[src/hw/tms_defines.svh]
// constants of the transceive mode settings block
`ifndef TMS_DEFINES_SVH
`define TMS_DEFINES_SVH

// ****************************************************************
// register offsets
// ****************************************************************
`define TMS_ADR_MODE 8'h00
`define TMS_ADR_STATUS 8'h04
`define TMS_ADR_MASK 8'h08

// ****************************************************************
// mode register layout and reset
// ****************************************************************
`define TMS_MODE_RESET 8'h3B
`define TMS_BIT_ORDER 7
`define TMS_BIT_SYNC 6
`define TMS_BIT_TX_WAIT 5
`define TMS_BIT_RX_WAIT 4
`define TMS_BIT_POLARITY 3
`define TMS_BIT_DET_OFF 2
`define TMS_PRESET_HI 1
`define TMS_PRESET_LO 0

// ****************************************************************
// status bits, presets, sync byte
// ****************************************************************
`define TMS_EVT_ENVELOPE 0
`define TMS_EVT_SYNC 1
`define TMS_EVT_WIDTH 2
`define TMS_SYNC_BYTE 8'hF0
`define TMS_PRESET_00 16'h0000
`define TMS_PRESET_01 16'h6363
`define TMS_PRESET_10 16'hA671
`define TMS_PRESET_FRAME_A 16'h6363
`define TMS_PRESET_FRAME_B 16'hFFFF
`define TMS_PRESET_FRAME_F 16'h0000

`endif

[src/hw/tms_pkg.sv]
// types of the transceive mode settings block
package tms_pkg;

   typedef enum logic [1:0]
   {
      TX_IDLE,
      TX_WAIT_FIELD,
      TX_SYNC,
      TX_GO
   } tms_tx_state_type;

endpackage

[src/hw/tms_sync_gate.sv]
// receiver gate that waits for the sync byte
`timescale 1ns/100ps
`default_nettype none
`include "tms_defines.svh"

module tms_sync_gate
   import tms_pkg::*;
(
   input wire logic clk,
   input wire logic rst_n,
   input wire logic detect_en,
   input wire logic rx_frame_start,
   input wire logic rx_byte_valid,
   input wire logic [7:0] rx_byte,
   output logic rx_enable_q,
   output logic sync_seen_q
);

   logic seen_q;
   logic seen_d;
   logic rx_enable_d;
   logic sync_seen_d;

   // ****************************************************************
   // next state
   // ****************************************************************
   always_comb
   begin
      seen_d = seen_q;
      sync_seen_d = 1'b0;
      if (rx_frame_start)
      begin
         seen_d = 1'b0;
      end
      else if (detect_en && !seen_q && rx_byte_valid &&
               rx_byte == `TMS_SYNC_BYTE)
      begin
         seen_d = 1'b1;
         sync_seen_d = 1'b1;
      end
      rx_enable_d = !detect_en || seen_d;
   end

   // ****************************************************************
   // registers
   // ****************************************************************
   always_ff @(posedge clk or negedge rst_n)
   begin
      if (!rst_n)
      begin
         seen_q <= 1'b0;
         rx_enable_q <= 1'b0;
         sync_seen_q <= 1'b0;
      end
      else
      begin
         seen_q <= seen_d;
         rx_enable_q <= rx_enable_d;
         sync_seen_q <= sync_seen_d;
      end
   end

endmodule
`default_nettype wire

[src/hw/tms_top.sv]
// general mode settings register and its steering logic
`timescale 1ns/100ps
`default_nettype none
`include "tms_defines.svh"

// Functional notes
// - With bit 7 set the checksum runs high bit first.
// - The bit order control is ignored while radio communication is in progress.
// - With sync detect set the receiver stays off until byte F0h has been seen.
// - With sync detect set every outgoing frame is preceded by the byte F0h.
// - With send after field on set an initiator waits for its own field before sending.
// - With rx delay after field set the receive guard counter waits for an outside field in target role.
// - The envelope input pin is active high when the polarity bit is 1 and active low when 0.
// - The internal envelope signal is always active low.
// - Any change of the polarity bit raises the envelope activity event.
// - The mode detector disable bit switches the mode detector off.
// - The mode detector runs only during the automatic anticollision command.
// - The preset field gives 0000, 6363 or A671 for the standalone checksum command.
// - During communication the preset follows the framing settings, not the field.
module tms_top
   import tms_pkg::*;
(
   input wire logic ref_clk,
   input wire logic arst_n,
   input wire logic wb_cyc_i,
   input wire logic wb_stb_i,
   input wire logic wb_we_i,
   input wire logic [7:0] wb_adr_i,
   input wire logic [3:0] wb_sel_i,
   input wire logic [31:0] wb_dat_i,
   output logic [31:0] wb_dat_o,
   output logic wb_ack_o,
   output logic irq_q,
   input wire logic rf_comm_active,
   input wire logic tx_active,
   input wire logic [1:0] receive_framing_setting,
   input wire logic [1:0] transmit_framing_setting,
   output logic crc_high_bit_order_q,
   output logic [15:0] checksum_preset_q,
   input wire logic rx_frame_start,
   input wire logic rx_byte_valid,
   input wire logic [7:0] rx_byte,
   output logic rx_receive_enable_q,
   input wire logic tx_start_req,
   input wire logic initiator_role,
   input wire logic own_field_on,
   output logic tx_sync_valid_q,
   output logic [7:0] tx_sync_byte_q,
   output logic tx_launch_q,
   input wire logic rx_guard_arm,
   input wire logic target_role,
   input wire logic ext_field_detected,
   output logic receive_guard_counter_en_q,
   input wire logic envelope_input_pin,
   output logic envelope_active_n_q,
   input wire logic anticollision_busy,
   output logic mode_detector_en_q
);

   logic rst_meta_q, rst_n_q, ack_d, irq_d, access, wr_mode, rd_status;
   logic env_n_d, env_prev_q, sync_seen, order_d, guard_d, det_d;
   logic tx_wait_needed;
   logic [7:0] mode_q, mode_d;
   logic [1:0] status_q, status_d, mask_q, mask_d, events, frame_code;
   logic [31:0] rdata_d;
   logic [15:0] preset_d;
   tms_tx_state_type tx_st_q, tx_st_d;

   // ****************************************************************
   // reset release
   // ****************************************************************
   always_ff @(posedge ref_clk or negedge arst_n)
   begin
      if (!arst_n)
      begin
         rst_meta_q <= 1'b0;
         rst_n_q <= 1'b0;
      end
      else
      begin
         rst_meta_q <= 1'b1;
         rst_n_q <= rst_meta_q;
      end
   end

   // ****************************************************************
   // wishbone slave and registers
   // ****************************************************************
   assign access = wb_cyc_i && wb_stb_i && !wb_ack_o;
   assign wr_mode = access && wb_we_i && wb_sel_i[0] &&
                    wb_adr_i == `TMS_ADR_MODE;
   assign rd_status = access && !wb_we_i && wb_adr_i == `TMS_ADR_STATUS;

   always_comb
   begin
      mode_d = mode_q;
      mask_d = mask_q;
      ack_d = access;
      rdata_d = 32'h0000_0000;
      if (wr_mode)
      begin
         mode_d = wb_dat_i[7:0];
      end
      if (access && wb_we_i && wb_sel_i[0] &&
          wb_adr_i == `TMS_ADR_MASK)
      begin
         mask_d = wb_dat_i[1:0];
      end
      if (access && !wb_we_i)
      begin
         case (wb_adr_i)
            `TMS_ADR_MODE: rdata_d = {24'h00_0000, mode_q};
            `TMS_ADR_STATUS: rdata_d = {30'h0000_0000, status_q};
            `TMS_ADR_MASK: rdata_d = {30'h0000_0000, mask_q};
            default: rdata_d = 32'h0000_0000;
         endcase
      end
   end

   // ****************************************************************
   // events and interrupt
   // ****************************************************************
   always_comb
   begin
      events = 2'b00;
      events[`TMS_EVT_ENVELOPE] = (wr_mode &&
         wb_dat_i[`TMS_BIT_POLARITY] != mode_q[`TMS_BIT_POLARITY]) ||
         (env_prev_q && !envelope_active_n_q);
      events[`TMS_EVT_SYNC] = sync_seen;
      status_d = status_q;
      if (rd_status)
      begin
         status_d = 2'b00;
      end
      status_d = status_d | events;
      irq_d = |(status_d & mask_d);
   end

   always_ff @(posedge ref_clk or negedge rst_n_q)
   begin
      if (!rst_n_q)
      begin
         mode_q <= `TMS_MODE_RESET;
         mask_q <= 2'b00;
         status_q <= 2'b00;
         wb_ack_o <= 1'b0;
         wb_dat_o <= 32'h0000_0000;
         irq_q <= 1'b0;
      end
      else
      begin
         mode_q <= mode_d;
         mask_q <= mask_d;
         status_q <= status_d;
         wb_ack_o <= ack_d;
         wb_dat_o <= rdata_d;
         irq_q <= irq_d;
      end
   end

   // ****************************************************************
   // checksum controls
   // ****************************************************************
   assign frame_code = tx_active ? transmit_framing_setting :
                       receive_framing_setting;

   always_comb
   begin
      order_d = mode_q[`TMS_BIT_ORDER] && !rf_comm_active;
      preset_d = `TMS_PRESET_00;
      if (rf_comm_active)
      begin
         case (frame_code)
            2'b00: preset_d = `TMS_PRESET_FRAME_A;
            2'b11: preset_d = `TMS_PRESET_FRAME_B;
            default: preset_d = `TMS_PRESET_FRAME_F;
         endcase
      end
      else
      begin
         case (mode_q[`TMS_PRESET_HI:`TMS_PRESET_LO])
            2'b00: preset_d = `TMS_PRESET_00;
            2'b01: preset_d = `TMS_PRESET_01;
            2'b10: preset_d = `TMS_PRESET_10;
            default: preset_d = `TMS_PRESET_00;
         endcase
      end
   end

   // ****************************************************************
   // field waits, envelope and mode detector
   // ****************************************************************
   always_comb
   begin
      guard_d = rx_guard_arm && (!mode_q[`TMS_BIT_RX_WAIT] ||
                !target_role || ext_field_detected);
      env_n_d = mode_q[`TMS_BIT_POLARITY] ? !envelope_input_pin :
                envelope_input_pin;
      det_d = !mode_q[`TMS_BIT_DET_OFF] && anticollision_busy;
   end

   always_ff @(posedge ref_clk or negedge rst_n_q)
   begin
      if (!rst_n_q)
      begin
         crc_high_bit_order_q <= 1'b0;
         checksum_preset_q <= 16'h0000;
         receive_guard_counter_en_q <= 1'b0;
         envelope_active_n_q <= 1'b1;
         env_prev_q <= 1'b1;
         mode_detector_en_q <= 1'b0;
      end
      else
      begin
         crc_high_bit_order_q <= order_d;
         checksum_preset_q <= preset_d;
         receive_guard_counter_en_q <= guard_d;
         envelope_active_n_q <= env_n_d;
         env_prev_q <= envelope_active_n_q;
         mode_detector_en_q <= det_d;
      end
   end

   // ****************************************************************
   // receive sync gate
   // ****************************************************************
   tms_sync_gate u_sync_gate
   (
      .clk(ref_clk),
      .rst_n(rst_n_q),
      .detect_en(mode_q[`TMS_BIT_SYNC]),
      .rx_frame_start(rx_frame_start),
      .rx_byte_valid(rx_byte_valid),
      .rx_byte(rx_byte),
      .rx_enable_q(rx_receive_enable_q),
      .sync_seen_q(sync_seen)
   );

   // ****************************************************************
   // transmit start sequencer
   // ****************************************************************
   assign tx_wait_needed = mode_q[`TMS_BIT_TX_WAIT] && initiator_role &&
                           !own_field_on;

   always_comb
   begin
      tx_st_d = tx_st_q;
      case (tx_st_q)
         TX_IDLE:
         begin
            if (tx_start_req)
            begin
               if (tx_wait_needed)
               begin
                  tx_st_d = TX_WAIT_FIELD;
               end
               else if (mode_q[`TMS_BIT_SYNC])
               begin
                  tx_st_d = TX_SYNC;
               end
               else
               begin
                  tx_st_d = TX_GO;
               end
            end
         end
         TX_WAIT_FIELD:
         begin
            if (!tx_wait_needed)
            begin
               tx_st_d = mode_q[`TMS_BIT_SYNC] ? TX_SYNC : TX_GO;
            end
         end
         TX_SYNC: tx_st_d = TX_GO;
         TX_GO: tx_st_d = TX_IDLE;
         default: tx_st_d = TX_IDLE;
      endcase
   end

   always_ff @(posedge ref_clk or negedge rst_n_q)
   begin
      if (!rst_n_q)
      begin
         tx_st_q <= TX_IDLE;
         tx_sync_valid_q <= 1'b0;
         tx_sync_byte_q <= 8'h00;
         tx_launch_q <= 1'b0;
      end
      else
      begin
         tx_st_q <= tx_st_d;
         tx_sync_valid_q <= tx_st_d == TX_SYNC;
         tx_sync_byte_q <= `TMS_SYNC_BYTE;
         tx_launch_q <= tx_st_d == TX_GO;
      end
   end
endmodule
`default_nettype wire

[config.mk]
export PLATFORM = sky130hd
export DESIGN_NAME = tms_top
export DESIGN_NICKNAME = d
export VERILOG_FILES = /design/src/hw/tms_pkg.sv /design/src/hw/tms_sync_gate.sv /design/src/hw/tms_top.sv
export VERILOG_INCLUDE_DIRS = /design/src /design/src/hw
export SDC_FILE = /design/constraint.sdc
export NUM_CORES = 1
export LEC_CHECK = 0
export BUFFER_PORTS_ARGS = -buffer_cell sky130_fd_sc_hd__buf_2
export CORE_ASPECT_RATIO = 1.1
export CORE_MARGIN = 2
export CORE_UTILIZATION = 30
export DETAILED_ROUTE_END_ITERATION = 16
export GPL_TIMING_DRIVEN = 1
export PLACE_DENSITY = 0.67
export SYNTH_ARGS = -nofsm -noshare
export SYNTH_HDL_FRONTEND = slang
export SYNTH_HIERARCHICAL = 1
export SYNTH_SLANG_ARGS = --single-unit
[constraint.sdc]
create_clock -name ref_clk -period 1.7 [get_ports ref_clk]
set_clock_uncertainty 0.05 [all_clocks]
set_input_delay 0.34 -clock ref_clk [delete_from_list [all_inputs] [get_ports ref_clk]]
set_output_delay 0.34 -clock ref_clk [all_outputs]
set_load 0.02 [all_outputs]
Yosys cells after proc, flatten, opt, wreduce, memory -nomap -nowiden --
Index checks and enable logic that the tools add are counted.
Operators by class: equality and inequality tests 12, bitwise logic cells 2, reductions and logical operators 37, muxes and demuxes 18
Operators by type and width (count):
- 16-bit one-hot mux with 2 select lines | 2
- 8-bit one-hot mux with 3 select lines | 1
- 1-bit logical AND | 18
- 16-bit 2-to-1 mux | 1
- 2-bit == test, second input constant | 6
- 2-bit 2-to-1 mux | 6
- 1-bit logical NOT | 11
- 8-bit by 3-bit == test with 1-bit output, second input constant | 1
- 8-bit by 4-bit == test with 1-bit output, second input constant | 1
- 8-bit == test, second input constant | 1
- 8-bit logical NOT | 1
- 8-bit 2-to-1 mux | 1
- 2-bit one-hot mux with 4 select lines | 1
- 1-bit 2-to-1 mux | 6
- 2-bit by 1-bit == test with 1-bit output, second input constant | 2
- 2-bit logical NOT | 2
- 1-bit logical OR | 4
- 2-bit AND | 1
- 2-bit OR | 1
- 2-bit OR reduction | 1
- 1-bit != test | 1
Storage, ports and cells: logic and storage cells 90, output and inout bits 65, flip-flop bits (word level) 77, bits of input ports 73

Longest topological paths before layout --
Gate-level depths: netlist (run 1).
depth after elaboration 10, depth in mapped cells 6, depth with buffers taken out 5

Modules after synthesis --
Netlist (run 1), hierarchy kept.
Modules (own cells, without submodules):
- tms_top | times used 1, area each 1894.3 um2, sequential area each 959.7 um2, cells an instance 160
- tms_sync_gate | times used 1, area each 143.9 um2, sequential area each 75.1 um2, cells an instance 10

Worst setup path after synthesis (run 1) --
Ideal clock, no wire load.
kind in2reg, from in wb_adr_i[1], to reg irq_q, arrival time 1756 ps, setup time 121 ps, path buffers 0, data required time 1529 ps, stages 4, slack -227 ps, path through or4_4 -> nor4_4 -> mux2_2 -> a22o_2
On the way: elaborated cells on any way between the ends 13, those cells by class eq/ne: 2; mux: 2; bitwise: 2; reduce/logical: 7
RTL lines:
- start: declaration | line tms_top.sv:28 | input wire logic [7:0] wb_adr_i,
- 8-bit by 4-bit == test with 1-bit output
- 1-bit logical AND (no line)
- 2-bit 2-to-1 mux | line tms_top.sv:104 | if (access && wb_we_i && wb_sel_i[0] &&
- named net mask_d[0] | line tms_top.sv:64 | logic [1:0] status_q, status_d, mask_q, mask_d, events, frame_code;
- 2-bit AND | line tms_top.sv:136 | irq_d = |(status_d & mask_d);
- 2-bit OR reduction | line tms_top.sv:136
- named net irq_d | line tms_top.sv:60 | logic rst_meta_q, rst_n_q, ack_d, irq_d, access, wr_mode, rd_status;
- end signal: assignment | line tms_top.sv:157 | irq_q <= irq_d;
- end: declaration | line tms_top.sv:33 | output logic irq_q,
The timed path passes the listed nets, and every way through them passes these cells. A chain may end at the register's enable or synchronous reset.

Worst setup path in the final report (run 1) --
Ends and elaborated chain as after synthesis.

==> impl_results.rst, run 1 <==
.. list-table::
   :header-rows: 1

   * - Metric
     - Value
   * - Final Setup Violations
     - 2
   * - Top-area cell type share of the netlist area
     - roughly two fifths
   * - First-pass GRT wire length
     - about 5700 microns
   * - Tmin final
     - 1.791 ns
   * - Arrival time at the worst endpoint
     - 1.92 ns
   * - Maximum clock frequency
     - 558.4 MHz
   * - GR Overflow Total
     - 0
   * - Slowest stage cell, crit path
     - sky130_fd_sc_hd__or4_4
   * - Failing checks
     - negative setup slack
   * - Top post-synthesis cells by area
     - sky130_fd_sc_hd__dfrtp_1, sky130_fd_sc_hd__buf_4, sky130_fd_sc_hd__dfstp_2
   * - Type of the worst setup path
     - in -> reg
   * - Initial standard-cell utilization of the core
     - 30.91%
   * - Power per unit of standard cell area
     - approximately 830 mW/mm^2
   * - Share of synthesized registers carrying an async set or reset
     - 100.0%
   * - Number of synthesis warnings
     - 6
   * - Path class of the lowest-slack min-delay path
     - in -> reg
   * - Final Hold Fails
     - 0
   * - Largest driver fanout on the critical path
     - 2
   * - MaxCap Viol Count
     - 0
   * - DR WL/cell
     - around 11 microns
   * - Via-per-instance ratio
     - 4.124
   * - Clock input transition at the sequential cells of the worst setup and hold paths
     - 0.08 ns
   * - Synthesized instance count
     - 170
   * - Clock tree root buffer cell
     - sky130_fd_sc_hd__clkbuf_8
   * - Data required time of the critical path
     - 1.83 ns
   * - Largest area contributor in the netlist
     - sky130_fd_sc_hd__dfrtp_1
   * - Layout net count
     - 332
   * - #FFs+latches synth
     - 41
   * - DRC violations left
     - 0
   * - Violation count after the first detailed-route iteration
     - 34
   * - Distinct cell type count after synthesis
     - 41
   * - Pin count of the biggest net entering global routing
     - 22
   * - Post-synthesis instance area
     - 0.002038 sq mm
   * - Number of routed nets with antenna violations
     - 0
   * - EDFF count, synth
     - 0
   * - LEAKAGE
     - 1.380 nW
   * - Final cycle utilization of the critical path
     - 105.3%
   * - Buffers added on ports
     - 82
   * - DP Wirelength
     - 2975 microns
   * - TritonCTS clock tree
     - done
   * - Global placement routability congestion
     - 0.7336
   * - Overall via count from detail_route
     - around 1400
   * - Worst Path Buf+Inv
     - 1
   * - Most common cell in the synthesized netlist
     - sky130_fd_sc_hd__buf_4
   * - Cell family contributing the most delay on the critical path
     - simple AND/OR/NAND/NOR gates
   * - Ys flop type
     - sky130_fd_sc_hd__dfrtp_1
   * - Die width
     - 82.59 microns
   * - Number of buffers inserted during clock tree synthesis
     - 5
   * - Core Util, Final
     - 39.05%
   * - Fraction of layout instances using a drive strength above 1
     - 51.75%
   * - # IOs
     - 138
   * - Peak per-stage delay on the critical path
     - 0.56 ns
   * - Site row count
     - 31
   * - Minimum hold slack
     - 0.1425 ns
   * - Number of search-and-repair iterations in the first detailed-routing pass
     - 4
   * - Crit-path cells
     - buf_6 > or4_4 > nor4_4 > mux2_4 > a22o_2
   * - Core Area
     - between 0.006 and 0.007 sq mm
   * - Setup TNS after final layout
     - -0.09882 ns
   * - Worst IR Drop VDD
     - 0.6240 mV
   * - Global-route total usage across every layer
     - roughly a tenth
   * - Final Power
     - between 0.002 and 0.0025 W
   * - Number of clock sinks
     - 41
   * - Most frequent cells after synthesis
     - sky130_fd_sc_hd__buf_4, sky130_fd_sc_hd__dfrtp_1, sky130_fd_sc_hd__and2_1, sky130_fd_sc_hd__dfstp_2, sky130_fd_sc_hd__nor2_1
   * - Deepest level of the CTS H-tree
     - 2
   * - Area growth from synthesis to layout
     - 26.34%
   * - Clock latency of the later-clocked register in the worst-skew pair
     - 0.29 ns
   * - Die Area
     - between 0.007 and 0.008 sq mm
   * - Final slew viol count
     - 0
   * - Vias in the first global route
     - about 1300
   * - Final wirelength
     - 3715 microns
   * - Die extent in y
     - 90.45 microns
   * - Mean instance size in the synthesized netlist
     - about 12 sq um
   * - Maximum number of buffers from clock root to sink
     - 2
   * - Number of antenna violations at the first check in global routing
     - 0
   * - Sequential-to-total area share from yosys stat
     - 50.77%
   * - Run status
     - finished with violations
   * - Antenna diode count
     - 0
   * - Kind of start point of the critical path
     - input port
   * - CP endpoint kind
     - flip-flop
   * - Setup ws final
     - -0.09080 ns
   * - RSZ-0062 raised after global routing
     - yes
## worst paths after layout
check                           cells after the start                  end  slack (ns)               start
worst max-delay path                                5                irq_q       -0.09         wb_adr_i[1]
worst max register to register                      4                irq_q       -0.04            wb_ack_o
max in group asynchronous                           1            mode_q[5]        0.89             rst_n_q
min in group asynchronous                           0            mode_q[2]        0.16             rst_n_q
worst min-delay path                                2  envelope_active_n_q        0.14  envelope_input_pin
worst min register to register                      0            mode_q[2]        0.16             rst_n_q
## worst reg2reg max path, delay by kind of cell (launching register included)
kind / cells / cell delay, ns
flip-flops: 1 / 0.37
AND/OR/NAND/NOR: 2 / 0.63
AO/OA/AOI/OAI: 1 / 0.24
multiplexers: 1 / 0.35
## cell type report
cell class / count / area (sq um)
multi-input combinational: 107 / 775.7
timing repair buffer: 96 / 540.5
inverter: 5 / 18.77
tap: 82 / 102.6
sequential: 41 / 1036
clock buffer: 7 / 96.34
fill: 659 / 4019
clock inverter: 1 / 5.005
## what timing repair did
action                                  4_1_cts  5_1_grt
hold buffers                                  1        0
endpoints found under the setup margin        5       13
pin swaps                                     1        0
endpoints found under the hold margin         2        0
gates resized for setup                       4        4
setup buffers                                 0        1
## report_power, final
part / total [W] / switching, W / internal, W
clock network: 0.000694 / 0.000327 / 0.000367
registers: 0.00108 / 0.0000503 / 0.00103
logic: 0.000363 / 0.000222 / 0.000141
total: 0.00214 / 0.000599 / 0.00154
## sequential cells by signal, indices dropped and copies added (netlist names)
| register | cells |
|---|---|
| u_sync_gate/sync_seen_q | 1 |
| u_sync_gate/rx_enable_q | 1 |
| tx_sync_byte_q | 1 |
| mode_q | 8 |
| rst_meta_q | 1 |
| rst_n_q | 1 |
| tx_sync_valid_q | 1 |
| tx_launch_q | 1 |
| tx_st_q | 2 |
| status_q | 2 |
| u_sync_gate/seen_q | 1 |
| envelope_active_n_q | 1 |
| irq_q | 1 |
| mode_detector_en_q | 1 |
| checksum_preset_q | 4 |
| receive_guard_counter_en_q | 1 |
| env_prev_q | 1 |
| wb_ack_o | 1 |
| wb_dat_o | 8 |
| mask_q | 2 |
| crc_high_bit_order_q | 1 |
## routing by layer
metal / vias to the layer above / track usage, % / part of all wire (%)
met2: 77 / 17.07 / 49
met4: 0 / 3.279 / 1.3
met5: - / 0 / 0
met3: 6 / 4.300 / 10
li1: 678 / - / -
met1: 637 / 11.18 / 39
## cells in the final DEF (no fill, tap or decap), types with 2 or more instances in the layout
cell type and instances:
sky130_fd_sc_hd__mux2_4 8, sky130_fd_sc_hd__mux2_2 3, sky130_fd_sc_hd__nor4_4 2, sky130_fd_sc_hd__and2_1 7, sky130_fd_sc_hd__a21oi_1 6, sky130_fd_sc_hd__nand3b_1 2, sky130_fd_sc_hd__xor2_1 2, sky130_fd_sc_hd__dfstp_2 7
sky130_fd_sc_hd__buf_2 81, sky130_fd_sc_hd__nand2_1 3, sky130_fd_sc_hd__nor2_1 7, sky130_fd_sc_hd__buf_6 2, sky130_fd_sc_hd__buf_4 11, sky130_fd_sc_hd__inv_1 4, sky130_fd_sc_hd__clkbuf_8 7, sky130_fd_sc_hd__nor2b_1 4
sky130_fd_sc_hd__nor3_1 3, sky130_fd_sc_hd__conb_1 30, sky130_fd_sc_hd__ha_1 3, sky130_fd_sc_hd__mux2i_1 3, sky130_fd_sc_hd__dfrtp_1 33, sky130_fd_sc_hd__nand4b_1 2
## per-stage QoR
| step | std cells | setup WS (ns) | instance area (sq um) |
|---|---|---|---|
| floorplan | 198 | -0.1379 | 2152 |
| global placement | 329 | -0.3509 | 2427 |
| detailed placement | 329 | -0.3524 | 2427 |
| CTS | 338 | -0.06204 | 2556 |
| global route | 339 | -0.1018 | 2575 |
| finish | 339 | -0.09080 | 2575 |
## cells by family (layout without fill, tap and decap cells)
group	Yosys count	count (layout)	synth area share (%)
fa+ha+maj	3	3	1.842
flops	41	41	50.77
other cells	2	30	0.3685
xor+xnor	2	2	0.8596
buf+inv	50	109	17.68
mux	14	14	8.656
simple gates	42	42	14.12
compound gates	16	16	5.710
Power figures use the tool's default switching activity.
==> run 2: changes to the inputs <==
ABC_AREA = 1   (was not set)
PLACE_DENSITY = 0.66   (was 0.67)
==> run 2 against run 1 <==
The flow now finishes without violations. First-iteration DRC count is 82% higher. Area after synthesis is 4.3% higher. Highest routed layer unchanged. Flip-flop and latch count stayed put. Core utilization is 2.1 points lower.
==> impl_results.rst, run 2 <==
.. list-table::
   :header-rows: 1

   * - Metric
     - Value
   * - Adder-cell share of the synthesized area
     - 1.766%
   * - Clock tree root buffer cell
     - sky130_fd_sc_hd__clkbuf_8
   * - Clock power frac
     - 34.6%
   * - TritonCTS clock tree
     - done
   * - Synthesized instance count
     - 226
   * - Worst r2r src
     - wb_ack_o
   * - RSZ-0062 raised after global routing
     - no
   * - DP Wirelength
     - 3189 microns
   * - First-pass GRT wire length
     - 6561 microns
   * - LEAKAGE
     - 1.494 nW
   * - Largest area contributor in the netlist
     - sky130_fd_sc_hd__dfrtp_1
   * - Setup WS pre-CTS
     - around 0.27 ns
   * - Worst IR Drop VDD
     - 0.3849 mV
   * - Share of synthesized registers carrying an async set or reset
     - 100.0%
   * - Data required time of the critical path
     - 1.31 ns
   * - #FFs+latches synth
     - 41
   * - Type of the worst setup path
     - reg -> out
   * - Initial standard-cell utilization of the core
     - ~31%
   * - Post-synthesis instance area
     - 0.002126 sq mm
   * - Most frequent cells after synthesis
     - sky130_fd_sc_hd__nand2_1, sky130_fd_sc_hd__buf_4, sky130_fd_sc_hd__dfrtp_1
   * - # IOs
     - roughly 140
   * - Layout net count
     - roughly 380
   * - WP depth
     - 1
   * - DR WL/cell
     - 10.34 microns
   * - CP endpoint kind
     - output pin
   * - Vias in the first global route
     - between 1000 and 1500
   * - Area growth from synthesis to layout
     - 20.48%
   * - Peak per-stage delay on the critical path
     - roughly 0.55 ns
   * - Critical R2R Capture
     - irq_q
   * - Tmin final
     - 1.381 ns
   * - Number of clock sinks
     - 41
   * - Path class of the lowest-slack min-delay path
     - in -> reg
   * - Setup ws final
     - 0.3191 ns
   * - Core Area
     - 0.006927 sq mm
   * - Power per unit of standard cell area
     - 895.8 mW/mm^2
   * - Kind of start point of the critical path
     - flip-flop
   * - DRC violations left
     - 0
   * - Final Setup Violations
     - 0
   * - Minimum hold slack
     - 0.1409 ns
   * - Die width
     - between 80 and 90 microns
   * - Final slew viol count
     - 0
   * - Post-CTS setup buffer count
     - 0
   * - Internal power component
     - roughly 0.0017 W
   * - Top-area cell type share of the netlist area
     - 40.02%
   * - Buffers added on ports
     - 82
   * - Slack of the worst reg-to-reg path
     - approximately 0.36 ns
   * - MaxCap Viol Count
     - 0
   * - Final Hold Fails
     - 0
   * - Most common cell in the synthesized netlist
     - sky130_fd_sc_hd__nand2_1
   * - Hold Crit Endpoint
     - envelope_active_n_q
   * - Cell family contributing the most delay on the critical path
     - flip-flops
   * - Psw
     - 0.0006258 W
   * - Maximum clock frequency
     - 724.1 MHz
   * - Most common cell after layout, fill and taps aside
     - sky130_fd_sc_hd__buf_2
   * - Violation count after the first detailed-route iteration
     - 62
   * - Arrival time at the worst endpoint
     - 0.99 ns
   * - Simple-gate share of the synthesized area
     - approximately 22%
   * - Crit-path cells
     - buf_2
   * - Post-Layout Inst Area
     - 0.002561 sq mm
   * - Clock input transition at the sequential cells of the worst setup and hold paths
     - 0.08 ns
   * - Number of antenna violations at the first check in global routing
     - 0
   * - Via-per-instance ratio
     - 3.995
   * - Global placement routability congestion
     - 0.7017
   * - Number of search-and-repair iterations in the first detailed-routing pass
     - 4
   * - Combinational power share
     - 18.4%
   * - Synth Area in Compound Gates
     - slightly below 5%
   * - Worst Path Buf+Inv
     - 1
   * - Top post-synthesis cells by area
     - sky130_fd_sc_hd__dfrtp_1, sky130_fd_sc_hd__buf_4, sky130_fd_sc_hd__dfstp_2
   * - EDFF count, synth
     - 0
   * - Number of buffers inserted during clock tree synthesis
     - 5
   * - Overall via count from detail_route
     - about 1500
   * - GR Overflow Total
     - 0
   * - Global-route total usage across every layer
     - 10.51%
   * - Number of synthesis warnings
     - 6
   * - Clock latency of the later-clocked register in the worst-skew pair
     - between 0.2 and 0.3 ns
   * - Dpl cell area
     - 0.002435 sq mm
   * - Final wirelength
     - 4000 microns
   * - Number of routed nets with antenna violations
     - 0
   * - Largest driver fanout on the critical path
     - 3
   * - XOR/XNOR Fraction of Synth Area
     - 0.8240%
   * - Top flop regs
     - mode_q: 8 flops, wb_dat_o: 8 flops, checksum_preset_q: 4 flops
   * - Most frequent cells in the layout
     - sky130_fd_sc_hd__buf_2, sky130_fd_sc_hd__nand2_1, sky130_fd_sc_hd__dfrtp_1
   * - Pin count of the biggest net entering global routing
     - 22
   * - Largest family of logic cells by synthesized area
     - simple AND/OR/NAND/NOR gates
   * - Maximum number of buffers from clock root to sink
     - 2
   * - Worst hold path cell count
     - 2
   * - Ys flop type
     - sky130_fd_sc_hd__dfrtp_1
   * - Fraction of power spent switching nets
     - 27.28%
   * - Die Area
     - 0.007776 sq mm
   * - Fraction of layout instances using a drive strength above 1
     - 40.73%
   * - Sequential power share
     - 47.0%
   * - Die extent in y
     - roughly 92 microns
   * - Sequential-to-total area share from yosys stat
     - 48.68%
   * - Beginning of the worst hold path
     - envelope_input_pin
   * - Antenna diode count
     - 0
   * - Filler cells
     - 723
   * - Distinct cell type count after synthesis
     - 27
   * - Setup TNS after final layout
     - 0 ns
   * - Slowest stage cell, crit path
     - sky130_fd_sc_hd__dfstp_2
   * - Final cycle utilization of the critical path
     - 81.23%
   * - Count of cells along the worst register-to-register path
     - 8
   * - Run status
     - finished, final reports clean
   * - Deepest level of the CTS H-tree
     - 2
   * - Multiplexer share of the synthesized area
     - under 10%
   * - Site row count
     - 32
   * - Mean instance size in the synthesized netlist
     - 9.406 sq um
run 2: cell types whose count changed in the layout (fill, tap and decap cells not counted), sizes merged, moves of 3 or more:
cell	previous run	this run
and2	7	0
buf	95	83
inv	5	25
mux2	11	2
mux2i	3	0
nand2	3	49
nand3	1	13
nor2	7	26
nor2b	4	0
nor4	4	0
o21ai	2	6
run 2: metal layers:
layer / vias to the layer above / global-route usage (%) / routed length, microns
met1: 696 / 12.15 / 1609
met4: 0 / 2.419 / 14
li1: 768 / - / -
met3: 2 / 3.420 / 401
met5: - / 0 / 0
met2: 80 / 18.78 / 1974
run 2: kinds of logic after synthesis:
group / after synthesis
and+or+nand+nor: 91
buffers and inverters: 69
DFF: 41
AOI/OAI and AO/OA: 16
adders and majority gates: 3
other: 2
xor gates and xnor gates: 2
muxes: 2
run 2: what timing repair did:
action	CTS	global route
gates resized for setup	0	0
hold buffers	1	0
hold endpoints to repair	2	0
run 2: worst max path at each step:
stage	to	from	slack [ns]
6_report	envelope_active_n_q	envelope_active_n_q	0.32
5_1_grt	irq_q	wb_ack_o	0.23
4_1_cts	envelope_active_n_q	envelope_active_n_q	0.30
3_5_place_dp	mode_q[7]	wb_adr_i[1]	0.27
3_3_place_gp	mode_q[7]	wb_adr_i[1]	0.29
2_1_floorplan	mode_q[6]	wb_ack_o	0.37
run 2: per-stage QoR:
stage / util [%] / total power (W) / instances
2_1_floorplan: - / 0.001446 / 254
3_3_place_gp: 35.15 / 0.001505 / 378
3_5_place_dp: 35.15 / 0.001526 / 378
4_1_cts: 36.98 / 0.002335 / 387
5_1_grt: 36.98 / 0.002421 / 387
6_report: 36.98 / 0.002294 / 387
run 2: layout make-up:
class	count	area [sq um]	area share, %
repair buffers	84	440.4	17.20
well taps	85	106.4	4.152
inverters	25	93.84	3.664
multi-input cells	144	768.2	30.00
flip-flops and latches	41	1036	40.45
clock inverters	1	30.03	1.172
clock buffers	7	86.33	3.371
run 2: power groups by stage:
| stage | combinational (W) | sequential, W | clock, W |
|---|---|---|---|
| finish | 0.000422 | 0.00108 | 0.000793 |
| global route | 0.000466 | 0.00109 | 0.000864 |
| CTS | 0.000428 | 0.00108 | 0.000825 |
| detailed placement | 0.000425 | 0.00110 | 0 |
| global placement | 0.000411 | 0.00109 | 0 |
| floorplan | 0.000297 | 0.00115 | 0 |
==> run 3: changes to the inputs <==
ABC_AREA = 0   (was 1)
PLACE_DENSITY = 0.67   (was 0.66)
clock period = 1.4 ns   (was 1.7 ns; I/O delays follow)
==> run 3 against run 2 <==
The run now ends with negative setup slack left. Hold slack worse by 0.066 ns. Count of clock-buffer cells in the layout up 1. Flip-flop and latch count unchanged. Die area down 3.9%. Cell area up 2.8%. Sequential power up 20%. Register-to-register slack worse by 0.64 ns. Critical path depth up 4. Combinational power up 10%. Global-route usage up 0.97 points. Routed wire length up 1.0%. Clock power down 0.8%. Highest routed layer unchanged.
==> impl_results.rst, run 3 (synthesis results as in run 1) <==
.. list-table::
   :header-rows: 1

   * - Metric
     - Value
   * - Run status
     - finished with violations
   * - Failing checks
     - negative setup slack
   * - Die extent in y
     - roughly 90 microns
   * - # IOs
     - 138
   * - Path class of the lowest-slack min-delay path
     - in -> reg
   * - Clock tree root buffer cell
     - sky130_fd_sc_hd__clkbuf_8
   * - Slowest stage cell, crit path
     - sky130_fd_sc_hd__or4_4
   * - Arrival time at the worst endpoint
     - 1.83 ns
   * - DP Wirelength
     - 3171 microns
   * - Final wirelength
     - 4040 microns
   * - DR WL/cell
     - between 10 and 15 microns
   * - Number of search-and-repair iterations in the first detailed-routing pass
     - 4
   * - RSZ-0062 raised after global routing
     - yes
   * - Peak per-stage delay on the critical path
     - 0.57 ns
   * - GR Overflow Total
     - 0
   * - Most common cell after layout, fill and taps aside
     - sky130_fd_sc_hd__buf_2
   * - Filler cells
     - 647
   * - MaxCap Viol Count
     - 0
   * - Site row count
     - 31
   * - Die Area
     - approximately 0.0075 sq mm
   * - Pin count of the biggest net entering global routing
     - 40
   * - Final cycle utilization of the critical path
     - 121.6%
   * - Post-Layout Inst Area
     - 0.002634 sq mm
   * - Final Setup Violations
     - 18
   * - Final slew viol count
     - 0
   * - Global placement routability congestion
     - ~0.70
   * - Largest driver fanout on the critical path
     - 2
   * - CP endpoint kind
     - flip-flop
   * - Maximum number of buffers from clock root to sink
     - 2
   * - Top flop regs
     - mode_q: 8 flops, wb_dat_o: 8 flops, checksum_preset_q: 4 flops
   * - Die width
     - 82.59 microns
   * - Dpl cell area
     - ~0.0025 sq mm
   * - Clock input transition at the sequential cells of the worst setup and hold paths
     - roughly 0.07 ns
   * - Setup ws final
     - -0.3020 ns
   * - Number of routed nets with antenna violations
     - 0
   * - Minimum hold slack
     - 0.07463 ns
   * - Overall via count from detail_route
     - 1430
   * - DRC violations left
     - 0
   * - Crit-path cells
     - buf_6 > or4_4 > nor4_4 > mux2_4 > a22o_2
   * - Final Power
     - 0.002556 W
   * - Antenna diode count
     - 0
   * - Buffers added on ports
     - a little over 80
   * - Kind of start point of the critical path
     - input port
   * - Number of antenna violations at the first check in global routing
     - 0
   * - Number of buffers inserted during clock tree synthesis
     - 5
   * - Data required time of the critical path
     - 1.53 ns
   * - Deepest level of the CTS H-tree
     - 2
   * - Violation count after the first detailed-route iteration
     - 45
   * - Cell family contributing the most delay on the critical path
     - simple AND/OR/NAND/NOR gates
   * - Tmin final
     - ~1.7 ns
   * - Final Hold Fails
     - 0
   * - Number of clock sinks
     - 41
   * - Core Area
     - 0.006594 sq mm
   * - Layout net count
     - 334
   * - First-pass GRT wire length
     - roughly 6300 microns
   * - Vias in the first global route
     - 1380
   * - LEAKAGE
     - about 1.4 nW
   * - Clock latency of the later-clocked register in the worst-skew pair
     - 0.29 ns
   * - Worst Path Buf+Inv
     - 1
   * - Power per unit of standard cell area
     - 970.6 mW/mm^2
   * - Global-route total usage across every layer
     - 11.48%
   * - TritonCTS clock tree
     - done
   * - Via-per-instance ratio
     - around 4.2
   * - Worst IR Drop VDD
     - 0.5335 mV
   * - Type of the worst setup path
     - in -> reg
   * - Initial standard-cell utilization of the core
     - between 30 and 40%
   * - Maximum clock frequency
     - roughly 590 MHz
   * - Fraction of layout instances using a drive strength above 1
     - 51.74%
   * - Most frequent cells in the layout
     - sky130_fd_sc_hd__buf_2, sky130_fd_sc_hd__dfrtp_1, sky130_fd_sc_hd__conb_1
   * - Area growth from synthesis to layout
     - 29.22%
## run 3: cell types whose count changed in the layout (fill, tap and decap cells not counted), sizes merged, moves of 2 or more
cell | previous run | this run
nor2b | 0 | 4
nand3 | 13 | 1
and2 | 0 | 7
buf | 83 | 97
mux2 | 2 | 11
nand3b | 0 | 2
nand4b | 0 | 2
nor4 | 0 | 4
nor2 | 26 | 7
o21ai | 6 | 2
inv | 25 | 5
nand2 | 49 | 3
mux2i | 0 | 3
## run 3: metal layers
metal  GRT usage (%)  part of all wire (%)
met1           12.34                    36
met4           3.689                   1.3
met2           20.56                    53
met3           3.800                   9.0
met5               0                     0
## run 3: cell type report
class / count / area (sq um) / share of cell area [%]
Clock buffer: 8 / 90.09 / 3.420
Timing Repair Buffer: 98 / 589.3 / 22.38
Tap cell: 82 / 102.6 / 3.895
Multi-Input combinational cell: 107 / 797.0 / 30.26
Sequential cell: 41 / 1036 / 39.33
Inverter: 5 / 18.77 / 0.7126
## run 3: stage by stage
step                      TNS, ns  instances  worst slack [ns]  utilization (%)
final                      -2.196        341           -0.3020            39.94
after detailed placement   -7.614        330           -0.5402            37.46
after global routing       -3.212        341           -0.3355            39.94
after global placement     -7.130        330           -0.5158            37.46
after CTS                  -2.219        341           -0.2827            39.66
after floorplan            -3.765        198           -0.3779                -
## run 3: where the power goes
part	total (W)	leakage (nW)	switching, W	internal, W
clock network	0.000787	0.0455	0.000385	0.000402
registers	0.00130	0.512	0.0000487	0.00126
logic	0.000464	0.837	0.000285	0.000179
## run 3: worst reg2reg max path: stages (launching register included)
cell,delay [ns]
sky130_fd_sc_hd__dfrtp_1,0.37
sky130_fd_sc_hd__nand3b_1,0.20
sky130_fd_sc_hd__buf_6,0.16
sky130_fd_sc_hd__nor4_4,0.21
sky130_fd_sc_hd__mux2_4,0.34
sky130_fd_sc_hd__a22o_2,0.24
## run 3: path summary, 6_finish.rpt
path	start	to	slack [ns]	cells after the start
worst min-delay path	envelope_input_pin	envelope_active_n_q	0.07	2
worst max register to register	wb_ack_o	irq_q	-0.28	5
worst min register to register	rst_n_q	crc_high_bit_order_q	0.17	1
min in group asynchronous	rst_n_q	crc_high_bit_order_q	0.17	1
worst max-delay path	wb_adr_i[1]	irq_q	-0.30	5
max in group asynchronous	rst_n_q	mode_q[4]	0.85	1
## run 3: repair_timing
item,in CTS,in global routing
gates resized for setup,8,5
pin swaps,5,1
buffers inserted,2,0
hold buffers,1,0
endpoints found under the hold margin,2,0
setup endpoints to repair,21,21
